[src/common/dstg_params.svh]
`ifndef DSTG_PARAMS_SVH
`define DSTG_PARAMS_SVH

// =====================================================================
// telegram framing
`define DSTG_START_CHAR    8'h02
`define DSTG_LEN_OVERHEAD  8'h02
`define DSTG_LEN_MIN       8'h03
`define DSTG_PCD_BYTES     8'h04
`define DSTG_IDX_LEN       8'h01
`define DSTG_IDX_ADDR      8'h02
`define DSTG_IDX_DATA      8'h03
`define DSTG_BCC_INIT      8'h00

// =====================================================================
// address byte layout
`define DSTG_ADDR_WIDE_BIT  7
`define DSTG_ADDR_BCAST_BIT 5
`define DSTG_ADDR_NONE      7'h00
`define DSTG_ADDR_HI_ZERO   2'h0

// =====================================================================
// character format
`define DSTG_PAR_EVEN  2'h0
`define DSTG_PAR_ODD   2'h1
`define DSTG_PAR_NONE  2'h2
`define DSTG_LAST_BIT  3'h7

`endif

[src/common/dstg_pkg.sv]
package dstg_pkg;

  typedef enum logic [2:0] {
    st_idle, st_len, st_addr, st_data, st_check, st_skip, st_delay, st_send
  } dstg_state_type;

  typedef enum logic [2:0] {
    ser_idle, ser_start, ser_data, ser_par, ser_stop
  } dstg_ser_type;

endpackage

[src/common/dstg_char_if.sv]
`timescale 1ns/1ns
interface dstg_char_if #(parameter int DIV_W = 16);
  logic [DIV_W-1:0] bit_div;
  logic [1:0]       parity_mode;
  logic             two_stop;
  logic [7:0]       rx_byte;
  logic             rx_valid;
  logic             rx_err;
  logic             rx_busy;
  logic [7:0]       tx_byte;
  logic             tx_start;
  logic             tx_busy;

  modport ser (
    input  bit_div, parity_mode, two_stop, tx_byte, tx_start,
    output rx_byte, rx_valid, rx_err, rx_busy, tx_busy
  );
  modport frm (
    output bit_div, parity_mode, two_stop, tx_byte, tx_start,
    input  rx_byte, rx_valid, rx_err, rx_busy, tx_busy
  );
endinterface

[src/hdl/dstg_slave_framer.sv]
`timescale 1ns/1ns
`include "dstg_params.svh"
module dstg_slave_framer #(
  parameter int MAX_DATA = 32,
  parameter int DIV_W    = 16,
  parameter int DLY_W    = 24
) (
  input  wire logic             ref_clk,
  input  wire logic             arst_n,
  input  wire logic             rx_in,
  output logic                  tx_out,
  output logic                  tx_oe,
  input  wire logic             proto_sel,
  input  wire logic [6:0]       node_addr,
  input  wire logic [DIV_W-1:0] bit_div,
  input  wire logic [1:0]       parity_mode,
  input  wire logic             two_stop,
  input  wire logic [DLY_W-1:0] min_resp_delay,
  input  wire logic [DLY_W-1:0] max_char_gap,
  input  wire logic [15:0]      status_word,
  input  wire logic [15:0]      out_freq,
  output logic [15:0]           ctrl_word,
  output logic [15:0]           bus_ref,
  output logic                  cmd_valid,
  output logic                  gap_timeout,
  output logic                  frame_drop
);
  localparam int AW = $clog2(MAX_DATA);

  dstg_char_if #(.DIV_W(DIV_W)) ch ();

  dstg_serdes #(.DIV_W(DIV_W)) u_serdes (
    .ref_clk (ref_clk),
    .arst_n  (arst_n),
    .ch      (ch),
    .rx_in   (rx_in),
    .tx_out  (tx_out),
    .tx_oe   (tx_oe)
  );

  assign ch.bit_div     = bit_div;
  assign ch.parity_mode = parity_mode;
  assign ch.two_stop    = two_stop;

  dstg_pkg::dstg_state_type state_q;
  logic [7:0]       len_q;
  logic [7:0]       addr_q;
  logic [7:0]       idx_q;
  logic [7:0]       bcc_q;
  logic [DLY_W-1:0] gap_cnt_q;
  logic [DLY_W-1:0] dly_cnt_q;
  logic [7:0]       mem [MAX_DATA];
  logic [7:0]       ndata;
  logic [7:0]       pcd_base;
  logic [7:0]       dpos;
  logic [7:0]       ppos;
  logic [7:0]       last_idx;
  logic [7:0]       tx_sel;
  logic [AW-1:0]    pb;
  logic             receiving;
  logic             gap_over;
  logic             abort;
  logic             rx_ok;
  logic             len_ok;
  logic             addr_hit;
  logic             addr_bcast;
  logic             bcc_ok;
  logic             tx_go;

  // ===================================================================
  // decode
  assign ndata     = len_q - `DSTG_LEN_OVERHEAD;
  assign pcd_base  = (ndata >= `DSTG_PCD_BYTES) ?
                     ndata - `DSTG_PCD_BYTES : 8'h00;
  assign pb        = pcd_base[AW-1:0];
  assign last_idx  = len_q + `DSTG_IDX_LEN;
  assign dpos      = idx_q - `DSTG_IDX_DATA;
  assign ppos      = dpos - pcd_base;
  assign receiving = (state_q == dstg_pkg::st_len) ||
                     (state_q == dstg_pkg::st_addr) ||
                     (state_q == dstg_pkg::st_data) ||
                     (state_q == dstg_pkg::st_check);
  assign gap_over  = gap_cnt_q >= max_char_gap;
  assign abort     = gap_over || (ch.rx_valid && ch.rx_err);
  assign rx_ok     = ch.rx_valid && !ch.rx_err;
  // long and text telegrams are held whole up to MAX_DATA data bytes
  assign len_ok    = (ch.rx_byte >= `DSTG_LEN_MIN) &&
                     (ch.rx_byte - `DSTG_LEN_OVERHEAD <= 8'(MAX_DATA));
  assign bcc_ok    = (bcc_q == ch.rx_byte);
  // a character arriving mid-response holds the driver off
  assign tx_go     = (state_q == dstg_pkg::st_send) &&
                     !ch.tx_busy && !ch.tx_start &&
                     !ch.rx_busy;

  // node address zero is never matched, so an unset node stays quiet
  always_comb begin
    addr_hit   = 1'b0;
    addr_bcast = 1'b0;
    if (addr_q[`DSTG_ADDR_WIDE_BIT]) begin
      addr_bcast = (addr_q[6:0] == `DSTG_ADDR_NONE);
      addr_hit   = (addr_q[6:0] == node_addr) &&
                   (node_addr != `DSTG_ADDR_NONE);
    end else begin
      addr_bcast = addr_q[`DSTG_ADDR_BCAST_BIT];
      addr_hit   = !addr_bcast && (addr_q[4:0] == node_addr[4:0]) &&
                   (node_addr[6:5] == `DSTG_ADDR_HI_ZERO) &&
                   (node_addr != `DSTG_ADDR_NONE);
    end
  end

  // response: parameter field answers "no response", process data last
  always_comb begin
    tx_sel = 8'h00;
    if (idx_q == 8'h00)
      tx_sel = `DSTG_START_CHAR;
    else if (idx_q == `DSTG_IDX_LEN)
      tx_sel = len_q;
    else if (idx_q == `DSTG_IDX_ADDR)
      tx_sel = addr_q;
    else if (idx_q == last_idx)
      tx_sel = bcc_q;
    else if (dpos >= pcd_base) begin
      unique case (ppos[1:0])
        2'h0: tx_sel = status_word[15:8];
        2'h1: tx_sel = status_word[7:0];
        2'h2: tx_sel = out_freq[15:8];
        2'h3: tx_sel = out_freq[7:0];
      endcase
    end
  end

  // ===================================================================
  // telegram sequencer
  always_ff @(posedge ref_clk or negedge arst_n) begin
    if (!arst_n) begin
      state_q <= dstg_pkg::st_idle;
      len_q   <= 8'h00;
      addr_q  <= 8'h00;
      idx_q   <= 8'h00;
      bcc_q   <= `DSTG_BCC_INIT;
    end else if (!proto_sel) begin
      state_q <= dstg_pkg::st_idle;
    end else begin
      unique case (state_q)
        dstg_pkg::st_idle:
          if (rx_ok && ch.rx_byte == `DSTG_START_CHAR) begin
            bcc_q   <= `DSTG_BCC_INIT ^ ch.rx_byte;
            state_q <= dstg_pkg::st_len;
          end
        dstg_pkg::st_len:
          if (abort)
            state_q <= gap_over ? dstg_pkg::st_idle : dstg_pkg::st_skip;
          else if (ch.rx_valid) begin
            len_q   <= ch.rx_byte;
            bcc_q   <= bcc_q ^ ch.rx_byte;
            state_q <= len_ok ? dstg_pkg::st_addr : dstg_pkg::st_skip;
          end
        dstg_pkg::st_addr:
          if (abort)
            state_q <= gap_over ? dstg_pkg::st_idle : dstg_pkg::st_skip;
          else if (ch.rx_valid) begin
            addr_q  <= ch.rx_byte;
            bcc_q   <= bcc_q ^ ch.rx_byte;
            idx_q   <= 8'h00;
            state_q <= dstg_pkg::st_data;
          end
        dstg_pkg::st_data:
          if (abort)
            state_q <= gap_over ? dstg_pkg::st_idle : dstg_pkg::st_skip;
          else if (ch.rx_valid) begin
            bcc_q <= bcc_q ^ ch.rx_byte;
            idx_q <= idx_q + 8'h01;
            if (idx_q == ndata - 8'h01)
              state_q <= dstg_pkg::st_check;
          end
        dstg_pkg::st_check:
          if (abort)
            state_q <= gap_over ? dstg_pkg::st_idle : dstg_pkg::st_skip;
          else if (ch.rx_valid) begin
            if (bcc_ok && addr_hit)
              state_q <= dstg_pkg::st_delay;
            else if (bcc_ok && addr_bcast)
              state_q <= dstg_pkg::st_idle;
            else
              state_q <= dstg_pkg::st_skip;
          end
        // wait for line silence so data bytes are not taken as a start
        dstg_pkg::st_skip:
          if (gap_over)
            state_q <= dstg_pkg::st_idle;
        dstg_pkg::st_delay:
          if (dly_cnt_q >= min_resp_delay && !ch.rx_busy) begin
            state_q <= dstg_pkg::st_send;
            idx_q   <= 8'h00;
            bcc_q   <= `DSTG_BCC_INIT;
          end
        dstg_pkg::st_send:
          if (tx_go) begin
            bcc_q <= bcc_q ^ tx_sel;
            idx_q <= idx_q + 8'h01;
            if (idx_q == last_idx)
              state_q <= dstg_pkg::st_idle;
          end
      endcase
    end
  end

  always_ff @(posedge ref_clk) begin
    if (state_q == dstg_pkg::st_data && rx_ok && !gap_over)
      mem[idx_q[AW-1:0]] <= ch.rx_byte;
  end

  // ===================================================================
  // timers: both count clock cycles
  always_ff @(posedge ref_clk or negedge arst_n) begin
    if (!arst_n)
      gap_cnt_q <= '0;
    else if (ch.rx_busy || ch.rx_valid ||
             !(receiving || state_q == dstg_pkg::st_skip))
      gap_cnt_q <= '0;
    else if (gap_cnt_q != '1)
      gap_cnt_q <= gap_cnt_q + 1'b1;
  end

  always_ff @(posedge ref_clk or negedge arst_n) begin
    if (!arst_n)
      dly_cnt_q <= '0;
    else if (state_q != dstg_pkg::st_delay)
      dly_cnt_q <= '0;
    else if (dly_cnt_q != '1)
      dly_cnt_q <= dly_cnt_q + 1'b1;
  end

  // ===================================================================
  // transmit request towards the character engine
  always_ff @(posedge ref_clk or negedge arst_n) begin
    if (!arst_n) begin
      ch.tx_start <= 1'b0;
      ch.tx_byte  <= 8'h00;
    end else begin
      ch.tx_start <= tx_go;
      if (tx_go)
        ch.tx_byte <= tx_sel;
    end
  end

  // ===================================================================
  // results towards the drive
  always_ff @(posedge ref_clk or negedge arst_n) begin
    if (!arst_n) begin
      ctrl_word   <= 16'h0000;
      bus_ref     <= 16'h0000;
      cmd_valid   <= 1'b0;
      gap_timeout <= 1'b0;
      frame_drop  <= 1'b0;
    end else begin
      cmd_valid   <= 1'b0;
      gap_timeout <= receiving && gap_over && proto_sel;
      frame_drop  <= 1'b0;
      if (proto_sel && state_q == dstg_pkg::st_check && rx_ok &&
          !gap_over) begin
        if (bcc_ok && (addr_hit || addr_bcast) &&
            ndata >= `DSTG_PCD_BYTES) begin
          cmd_valid <= 1'b1;
          ctrl_word <= {mem[pb], mem[pb + AW'(1)]};
          bus_ref   <= {mem[pb + AW'(2)], mem[pb + AW'(3)]};
        end else if (!bcc_ok) begin
          frame_drop <= 1'b1;
        end
      end
    end
  end
endmodule

[src/hdl/dstg_serdes.sv]
`timescale 1ns/1ns
`include "dstg_params.svh"
module dstg_serdes #(
  parameter int DIV_W = 16
) (
  input  wire logic ref_clk,
  input  wire logic arst_n,
  dstg_char_if.ser  ch,
  input  wire logic rx_in,
  output logic      tx_out,
  output logic      tx_oe
);
  dstg_pkg::dstg_ser_type rx_st_q;
  dstg_pkg::dstg_ser_type tx_st_q;
  logic [DIV_W-1:0]       rx_cnt_q;
  logic [DIV_W-1:0]       tx_cnt_q;
  logic [2:0]             rx_n_q;
  logic [2:0]             tx_n_q;
  logic [7:0]             rx_sh_q;
  logic [7:0]             tx_sh_q;
  logic [7:0]             tx_hold_q;
  logic                   rx_par_q;
  logic                   rx_perr_q;
  logic                   tx_stops_q;
  logic                   odd;

  assign odd        = (ch.parity_mode == `DSTG_PAR_ODD);
  assign ch.rx_busy = (rx_st_q != dstg_pkg::ser_idle);
  assign ch.tx_busy = (tx_st_q != dstg_pkg::ser_idle);

  // ===================================================================
  // receiver: samples at mid-bit, bit time set by bit_div
  always_ff @(posedge ref_clk or negedge arst_n) begin
    if (!arst_n) begin
      rx_st_q   <= dstg_pkg::ser_idle;
      rx_cnt_q  <= '0;
      rx_n_q    <= 3'h0;
      rx_sh_q   <= 8'h00;
      rx_par_q  <= 1'b0;
      rx_perr_q <= 1'b0;
      ch.rx_valid <= 1'b0;
      ch.rx_err   <= 1'b0;
      ch.rx_byte  <= 8'h00;
    end else begin
      ch.rx_valid <= 1'b0;
      if (rx_st_q == dstg_pkg::ser_idle) begin
        if (!rx_in) begin
          rx_st_q  <= dstg_pkg::ser_start;
          rx_cnt_q <= ch.bit_div >> 1;
        end
      end else if (rx_cnt_q != '0) begin
        rx_cnt_q <= rx_cnt_q - 1'b1;
      end else begin
        rx_cnt_q <= ch.bit_div - 1'b1;
        unique case (rx_st_q)
          dstg_pkg::ser_start: begin
            // a start bit gone by mid-bit is a glitch, not a character
            rx_st_q   <= rx_in ? dstg_pkg::ser_idle : dstg_pkg::ser_data;
            rx_n_q    <= 3'h0;
            rx_par_q  <= 1'b0;
            rx_perr_q <= 1'b0;
          end
          dstg_pkg::ser_data: begin
            rx_sh_q  <= {rx_in, rx_sh_q[7:1]};
            rx_par_q <= rx_par_q ^ rx_in;
            rx_n_q   <= rx_n_q + 1'b1;
            if (rx_n_q == `DSTG_LAST_BIT)
              rx_st_q <= (ch.parity_mode == `DSTG_PAR_NONE) ?
                         dstg_pkg::ser_stop : dstg_pkg::ser_par;
          end
          dstg_pkg::ser_par: begin
            rx_perr_q <= (rx_par_q ^ rx_in) != odd;
            rx_st_q   <= dstg_pkg::ser_stop;
          end
          default: begin
            // one stop bit is checked even when two are sent
            ch.rx_valid <= 1'b1;
            ch.rx_err   <= rx_perr_q | !rx_in;
            ch.rx_byte  <= rx_sh_q;
            rx_st_q     <= dstg_pkg::ser_idle;
          end
        endcase
      end
    end
  end

  // ===================================================================
  // transmitter: driver enabled only for the character itself
  always_ff @(posedge ref_clk or negedge arst_n) begin
    if (!arst_n) begin
      tx_st_q    <= dstg_pkg::ser_idle;
      tx_cnt_q   <= '0;
      tx_n_q     <= 3'h0;
      tx_sh_q    <= 8'h00;
      tx_hold_q  <= 8'h00;
      tx_stops_q <= 1'b0;
      tx_out     <= 1'b1;
      tx_oe      <= 1'b0;
    end else if (tx_st_q == dstg_pkg::ser_idle) begin
      if (ch.tx_start) begin
        tx_st_q   <= dstg_pkg::ser_start;
        tx_cnt_q  <= ch.bit_div - 1'b1;
        tx_sh_q   <= ch.tx_byte;
        tx_hold_q <= ch.tx_byte;
        tx_out    <= 1'b0;
        tx_oe     <= 1'b1;
      end
    end else if (tx_cnt_q != '0) begin
      tx_cnt_q <= tx_cnt_q - 1'b1;
    end else begin
      tx_cnt_q <= ch.bit_div - 1'b1;
      unique case (tx_st_q)
        dstg_pkg::ser_start: begin
          tx_out  <= tx_sh_q[0];
          tx_sh_q <= tx_sh_q >> 1;
          tx_n_q  <= 3'h0;
          tx_st_q <= dstg_pkg::ser_data;
        end
        dstg_pkg::ser_data: begin
          tx_n_q <= tx_n_q + 1'b1;
          if (tx_n_q != `DSTG_LAST_BIT) begin
            tx_out  <= tx_sh_q[0];
            tx_sh_q <= tx_sh_q >> 1;
          end else if (ch.parity_mode == `DSTG_PAR_NONE) begin
            tx_out     <= 1'b1;
            tx_stops_q <= 1'b0;
            tx_st_q    <= dstg_pkg::ser_stop;
          end else begin
            tx_out  <= (^tx_hold_q) ^ odd;
            tx_st_q <= dstg_pkg::ser_par;
          end
        end
        dstg_pkg::ser_par: begin
          tx_out     <= 1'b1;
          tx_stops_q <= 1'b0;
          tx_st_q    <= dstg_pkg::ser_stop;
        end
        default: begin
          if (ch.two_stop && !tx_stops_q) begin
            tx_stops_q <= 1'b1;
          end else begin
            tx_oe   <= 1'b0;
            tx_st_q <= dstg_pkg::ser_idle;
          end
        end
      endcase
    end
  end
endmodule

[config.mk]
export PLATFORM = sky130hd
export DESIGN_NAME = dstg_slave_framer
export DESIGN_NICKNAME = d
export VERILOG_FILES = /design/src/common/dstg_pkg.sv /design/src/common/dstg_char_if.sv /design/src/hdl/dstg_slave_framer.sv /design/src/hdl/dstg_serdes.sv
export VERILOG_INCLUDE_DIRS = /design/src /design/src/common
export SDC_FILE = /design/constraint.sdc
export NUM_CORES = 1
export LEC_CHECK = 0
export ABC_AREA = 1
export BUFFER_PORTS_ARGS = -buffer_cell sky130_fd_sc_hd__buf_4
export CAP_MARGIN = 20
export CORE_MARGIN = 2
export CORE_UTILIZATION = 60
export DETAILED_ROUTE_END_ITERATION = 8
export HOLD_SLACK_MARGIN = 0.1
export PLACE_DENSITY_LB_ADDON = 0.25
export SYNTH_ARGS = -nofsm -noshare
export SYNTH_HDL_FRONTEND = slang
export SYNTH_SLANG_ARGS = --single-unit
[constraint.sdc]
create_clock -name ref_clk -period 13.41 [get_ports ref_clk]
set_clock_uncertainty 0.15 [all_clocks]
set_input_delay 2.0115 -clock ref_clk [delete_from_list [all_inputs] [get_ports ref_clk]]
set_output_delay 2.0115 -clock ref_clk [all_outputs]
set_load 0.02 [all_outputs]
==> results of run 1 <==
-- registers in the layout, summed over array words and instances, names as in the netlist, 3 cells and up --
signal and cells:
ch.tx_byte 8, gap_cnt_q 24, u_serdes.ch.rx_byte 8, u_serdes.tx_hold_q 8
u_serdes.tx_n_q 3, u_serdes.rx_n_q 3, bcc_q 8, dly_cnt_q 24
u_serdes.tx_sh_q 8, u_serdes.tx_cnt_q 16, u_serdes.rx_cnt_q 16, ctrl_word 16
u_serdes.rx_sh_q 8, u_serdes.tx_st_q 3, idx_q 8, state_q 3
len_q 8, u_serdes.rx_st_q 3, bus_ref 16, addr_q 8
mem 256
-- per-layer routing --
layer / vias to the layer above / global-route usage, % / part of all wire [%]
met5: - / 0 / 0
met4: 0 / 22.9 / 7.4
met3: 518 / 8.38 / 11
met2: 2271 / 60.2 / 45
met1: 14200 / 48.6 / 36
li1: 14100 / - / -
-- kinds of logic (layout without fill, tap and decap cells) --
logic type / Yosys count / count (layout) / synth area share, %
flops: 466 / 466 / 42.4
compound gates: 328 / 328 / 6.04
simple gates: 2574 / 2574 / 38.3
fa+ha+maj: 87 / 87 / 3.59
buf+inv: 530 / 593 / 7.20
xor+xnor: 77 / 77 / 2.42
mux: 2 / 2 / 0.0696
-- synth_stat cells (9+ instances only) --
master and number:
nand3_1 1297, nand2_1 896, inv_1 304, edfxtp_1 256, nor2_1 220, dfrtp_1 209
o21ai_0 147, a21oi_1 107, buf_2 92, ha_1 86, clkbuf_1 85, nand4_1 55
xor2_1 45, nor3_1 39, xnor2_1 25, nor4_1 22, buf_1 18, o211ai_1 14
a31oi_1 13, nand2_2 12, buf_4 11, inv_2 10, or2_2 9
-- metrics by stage --
stage / setup slack [ns] / utilization, %
after floorplan: 9.11 / -
after global placement: 7.37 / 63.4
after detailed placement: 7.62 / 63.4
after CTS: 7.59 / 66.9
after global routing: 7.16 / 67.1
final: 7.38 / 67.1
-- cell type report --
cell class | count | share of cell area [%]
clock buffer | 66 | 4.14
clock inverter | 24 | 1.09
inverter | 317 | 3.54
multi-input combinational | 3068 | 45.9
sequential | 466 | 38.5
tap | 672 | 2.50
timing repair buffer | 186 | 4.37
-- final timing paths --
path / to / slack (ns) / start
max in group asynchronous: len_q[0] / 9.73 / arst_n
max: bus_ref[15] / 7.38 / len_q[1]
min reg2reg: ctrl_word[13] / 0.33 / ctrl_word[13]
min in group asynchronous: ctrl_word[1] / 1.26 / arst_n
max reg2reg: bus_ref[15] / 7.38 / len_q[1]
min: ctrl_word[13] / 0.33 / ctrl_word[13]
-- where the power goes --
part | total, uW | internal [uW] | leakage [uW] | switching, uW
clock | 1510 | 904 | 0.000863 | 604
sequential | 1570 | 1530 | 0.00561 | 38.7
combinational | 853 | 262 | 0.00857 | 592
total | 3930 | 2690 | 0.0151 | 1230
-- critical path: stages (launching register included) --
cell	delay [ns]
dfrtp_1	0.60
inv_2	0.18
ha_1	0.33
xnor2_1	0.33
ha_1	0.35
nand3_2	0.17
nor2_2	0.22
nand2_8	0.47
nand2_4	0.87
ha_1	0.25
buf_4	0.49
inv_1	0.55
buf_16	0.33
nand3_1	0.12
nand3_1	0.11
nand3_1	0.18
nand2_1	0.07
nand2_1	0.06
nand2_1	0.05
==> impl_results.md, run 1 <==
- Status: complete, but fails checks
- Failing checks: design-rule violations
- Commonest non-fill, non-tap cell in the layout: nand3_1
- Worst setup EP type: flip-flop
- Cells after synthesis: 4064
- Via density per instance: 6.48
- Vias in the first global route: 28.5k
- H-tree Lvls: 2
- Clk slew on worst S/H paths: 0.07 ns
- Final Non-Filler Cells: 4799
- Setup TNS: 0 ns
- IO Port Bufs: 146
- Final setup viols: 0
- Req. time, crit path: 13.76 ns
- Ys async rst share: 45.1%
- # diodes: 0
- P&R area growth vs syn: 10.2%
- Multi-input gate area: 15500 sq um
- Inserted Clock Buffers: 50
- Reg2reg path depth: 18
- Synth Flop Type: edfxtp_1
- Leak pwr: 0.0151 uW
- Chip width: 230 microns
- Clk Tree Root Cell: clkbuf_16
- Min-Delay Path Class: reg -> reg
- Final WL: 103000 microns
- Die area: 52700 sq um
- Total power: 3930 uW
- Yosys Warn Count: 0
- Layout Cell Area excl Fill: 33700 sq um
- Post-synthesis net count: 4261
- Synth unique cells: 58
- Fmax: 0.166 GHz
- 1st-pass router iterations: 9
- Peak VDD IR: 0.102 mV
- Unrepaired setup endpoints after global routing: false
- Worst skew pair latency: 0.64 ns
- Final period util: 45.0%
- First-pass GRT wire length: 158000 microns
- Cell Pwr Density: 117 nW/um^2
- Initial Util: 60.9%
- Startpoint Class: flip-flop
- Top-area cell type share of the netlist area: 25.2%
- CTS tree: done
- Flops & latches, synth: 466
- GRT Util Overall: 38.3%
- CP max FO: 114
- Initial antenna violation count: 0
- Number of buffers added for setup after CTS: 0
- Number of synthesized flops with an enable pin: 256
- Max_slew headroom: 25.4%
- Most frequent cells in the layout: 1297 x nand3_1, 895 x nand2_1, 303 x inv_1
- Critical path data arrival time: 6.38 ns
- Hold Crit Depth: 2
- Final hold viol count: 0
- Post-CTS Resized: 0
- Io pins: 147
- Seq/Total Area, Yosys: 42.4%
- Seq. cell area: 12900 sq um
- Die height: 230 microns
- Largest net degree at the start of global routing: 116
- Sink Count: 466
- Antenna violation net count after detailed routing: 0
- Post-CTS Hold Fix Bufs: 0
- Max-Cap Viols: 0
- Post-synth top area cell: edfxtp_1
- Synth Cell Area: 30500 sq um
- Final-report max-slew violation count: 0
- Initial DRC Count: 4407
- Wirelength per Cell: 21.5 microns
- Placed Instance Area: 31800 sq um
- Slew @ Worst Pin: 1.12 ns
- Layout cells sized above 1: 7.95%
- Gr ovfl total: 0
- Fillcell total: 4295
- Via count: 31.1k
- Routability Congestion: 1.05
- HPWL Detailed: 67700 microns
- Cell count after placement: 4702
- Crit path time final: 6.03 ns
- Syn_area_per_cell: 7.52 sq um
- Residual DRC: 39
- Hold slack: 0.334 ns
- Critical path class: reg -> reg
- Num rows: 82
- Core area: 50200 sq um
- Clock buffer depth: 3
- Leading post-synthesis cells by cell area: edfxtp_1 25%, nand3_1 21%, dfrtp_1 17%
- Final #Nets: 4286
Note: power is estimated with default switching activity, not from simulation.
==> inputs of run 2 (changes only) <==
Clock period 13.41 ns to 5.9 ns, I/O delays scaled along.
==> impl_results.md, run 2 (synthesis gave the netlist of run 1 again) <==
- Status: complete, but fails checks
- Failing checks: design-rule violations
- Worst setup EP type: flip-flop
- Initial DRC Count: 4970
- CP bufs+invs: 4
- Num rows: 82
- Core area: 50200 sq um
- Min-Delay Path Class: in -> async
- Post-CTS Resized: 0
- Max-Cap Viols: 0
- Reg2reg path depth: 23
- Commonest non-fill, non-tap cell in the layout: nand3_1
- Io pins: 147
- Number of buffers added for setup after CTS: 0
- Critical path's top delay family: simple AND/OR/NAND/NOR gates
- Critical path, cell by cell: inv_2 -> ha_1 -> xnor2_1 -> ha_1 -> nand4_4 -> nor2_4 -> nor2_4 -> buf_4 -> inv_2 -> ha_1 -> a21oi_1 -> o21ai_0 -> nand2_1 -> nand4_1 -> nand2_1 -> inv_1 -> nand2_1 -> nand3_1 -> nand2_1 -> nand3_1 -> nand3_1 -> nand3_1 -> a21oi_1
- Setup TNS: 0 ns
- Max reg flops: 256
- Flop2flop setup slack: 0.84 ns
- Post-CTS Hold Fix Bufs: 0
- Unrepaired setup endpoints after global routing: false
- Crit path time final: 5.06 ns
- Final-report max-slew violation count: 0
- 1st-pass router iterations: 9
- First-pass GRT wire length: 157000 microns
- Clock buffer depth: 3
- Most frequent cells in the layout: 1297 x nand3_1, 895 x nand2_1, 303 x inv_1
- Final period util: 85.7%
- Wirelength per Cell: 21.3 microns
- Clk Tree Root Cell: clkbuf_16
- Critical path data arrival time: 5.43 ns
- Die height: 230 microns
- RR Startpoint: len_q[1]
- Fmax: 0.198 GHz
- GRT Util Overall: 38.1%
- Critical Path Slowest Stage Cell: dfrtp_1
- Antenna violation net count after detailed routing: 0
- P&R area growth vs syn: 9.81%
- HPWL Detailed: 66200 microns
- Via count: 31.0k
- Initial Util: 60.9%
- IO Port Bufs: 146
- Worst skew pair latency: 0.60 ns
- Gr ovfl total: 0
- Leak pwr: 0.0150 uW
- Req. time, crit path: 6.27 ns
- Critical path class: reg -> reg
- Final WS setup: 0.841 ns
- Final hold viol count: 0
- Routability Congestion: 1.02
- Final WL: 102000 microns
- Largest net degree at the start of global routing: 257
- Clk slew on worst S/H paths: 0.06 ns
- Pre-CTS setup slack: 0.974 ns
- Cell Pwr Density: 260 nW/um^2
- Fillcell total: 4283
- Final setup viols: 0
- Slew @ Worst Pin: 1.18 ns
- Die area: 52700 sq um
- Final #Nets: 4288
- Via density per instance: 6.45
- Chip width: 230 microns
- CTS tree: done
- CP max FO: 21
- Peak VDD IR: 0.268 mV
- Sink Count: 466
- H-tree Lvls: 2
- Initial antenna violation count: 1
- Residual DRC: 16
- Layout cells sized above 1: 7.82%
- RR Endpoint: bcc_q[1]
- Max_slew headroom: 20.8%
- Largest stage delay on the critical path: 0.57 ns
- Startpoint Class: flip-flop
- Vias in the first global route: 28.4k
- Inserted Clock Buffers: 51
run 2: stage by stage:
| step | hold WS, ns | util [%] | total power [uW] | std cells | cell area [sq um] |
|---|---|---|---|---|---|
| after detailed placement | 0.318 | 63.6 | 5480 | 4708 | 31900 |
| after global placement | 0.315 | 63.6 | 5470 | 4708 | 31900 |
| after floorplan | 0.303 | - | 4860 | 4064 | 30500 |
| after CTS | 0.210 | 66.8 | 8600 | 4801 | 33500 |
| final | 0.121 | 66.9 | 8710 | 4804 | 33500 |
| after global routing | 0.197 | 66.9 | 8980 | 4804 | 33500 |
run 2: worst max path at each step:
stage / startpoint / endpoint / slack, ns / cells past startpoint
after detailed placement: len_q[1] / bcc_q[1] / 0.97 / 23
final: len_q[1] / bcc_q[1] / 0.84 / 23
after global placement: len_q[1] / bcc_q[1] / 1.07 / 24
after global routing: len_q[1] / bcc_q[1] / 0.43 / 23
after floorplan: len_q[1] / bcc_q[1] / 1.60 / 26
after CTS: len_q[1] / bcc_q[1] / 0.95 / 23
run 2: power by group:
group          total, uW  switching, uW  internal [uW]
Combinational       1990           1400            598
Sequential          3560           83.5           3470
Clock               3160           1360           1800
Total               8710           2840           5870
run 2: per-layer routing:
layer  vias up  part of all wire (%)  global-route usage [%]
met5         -                 0.046                   0.643
met4         2                   7.5                    23.3
met3       512                    12                    8.49
met2      2245                    45                    59.3
met1     14100                    36                    48.6
li1      14100                     -                       -
run 2: cell type report:
type	instances	area, sq um	area share, %
well taps	672	841	2.51
multi-input cells	3068	15500	46.1
clock buffers	64	1360	4.04
clock inverters	29	251	0.750
inverters	317	1190	3.55
repair buffers	187	1490	4.45
diodes	1	2.50	0.00746
flip-flops and latches	466	12900	38.6
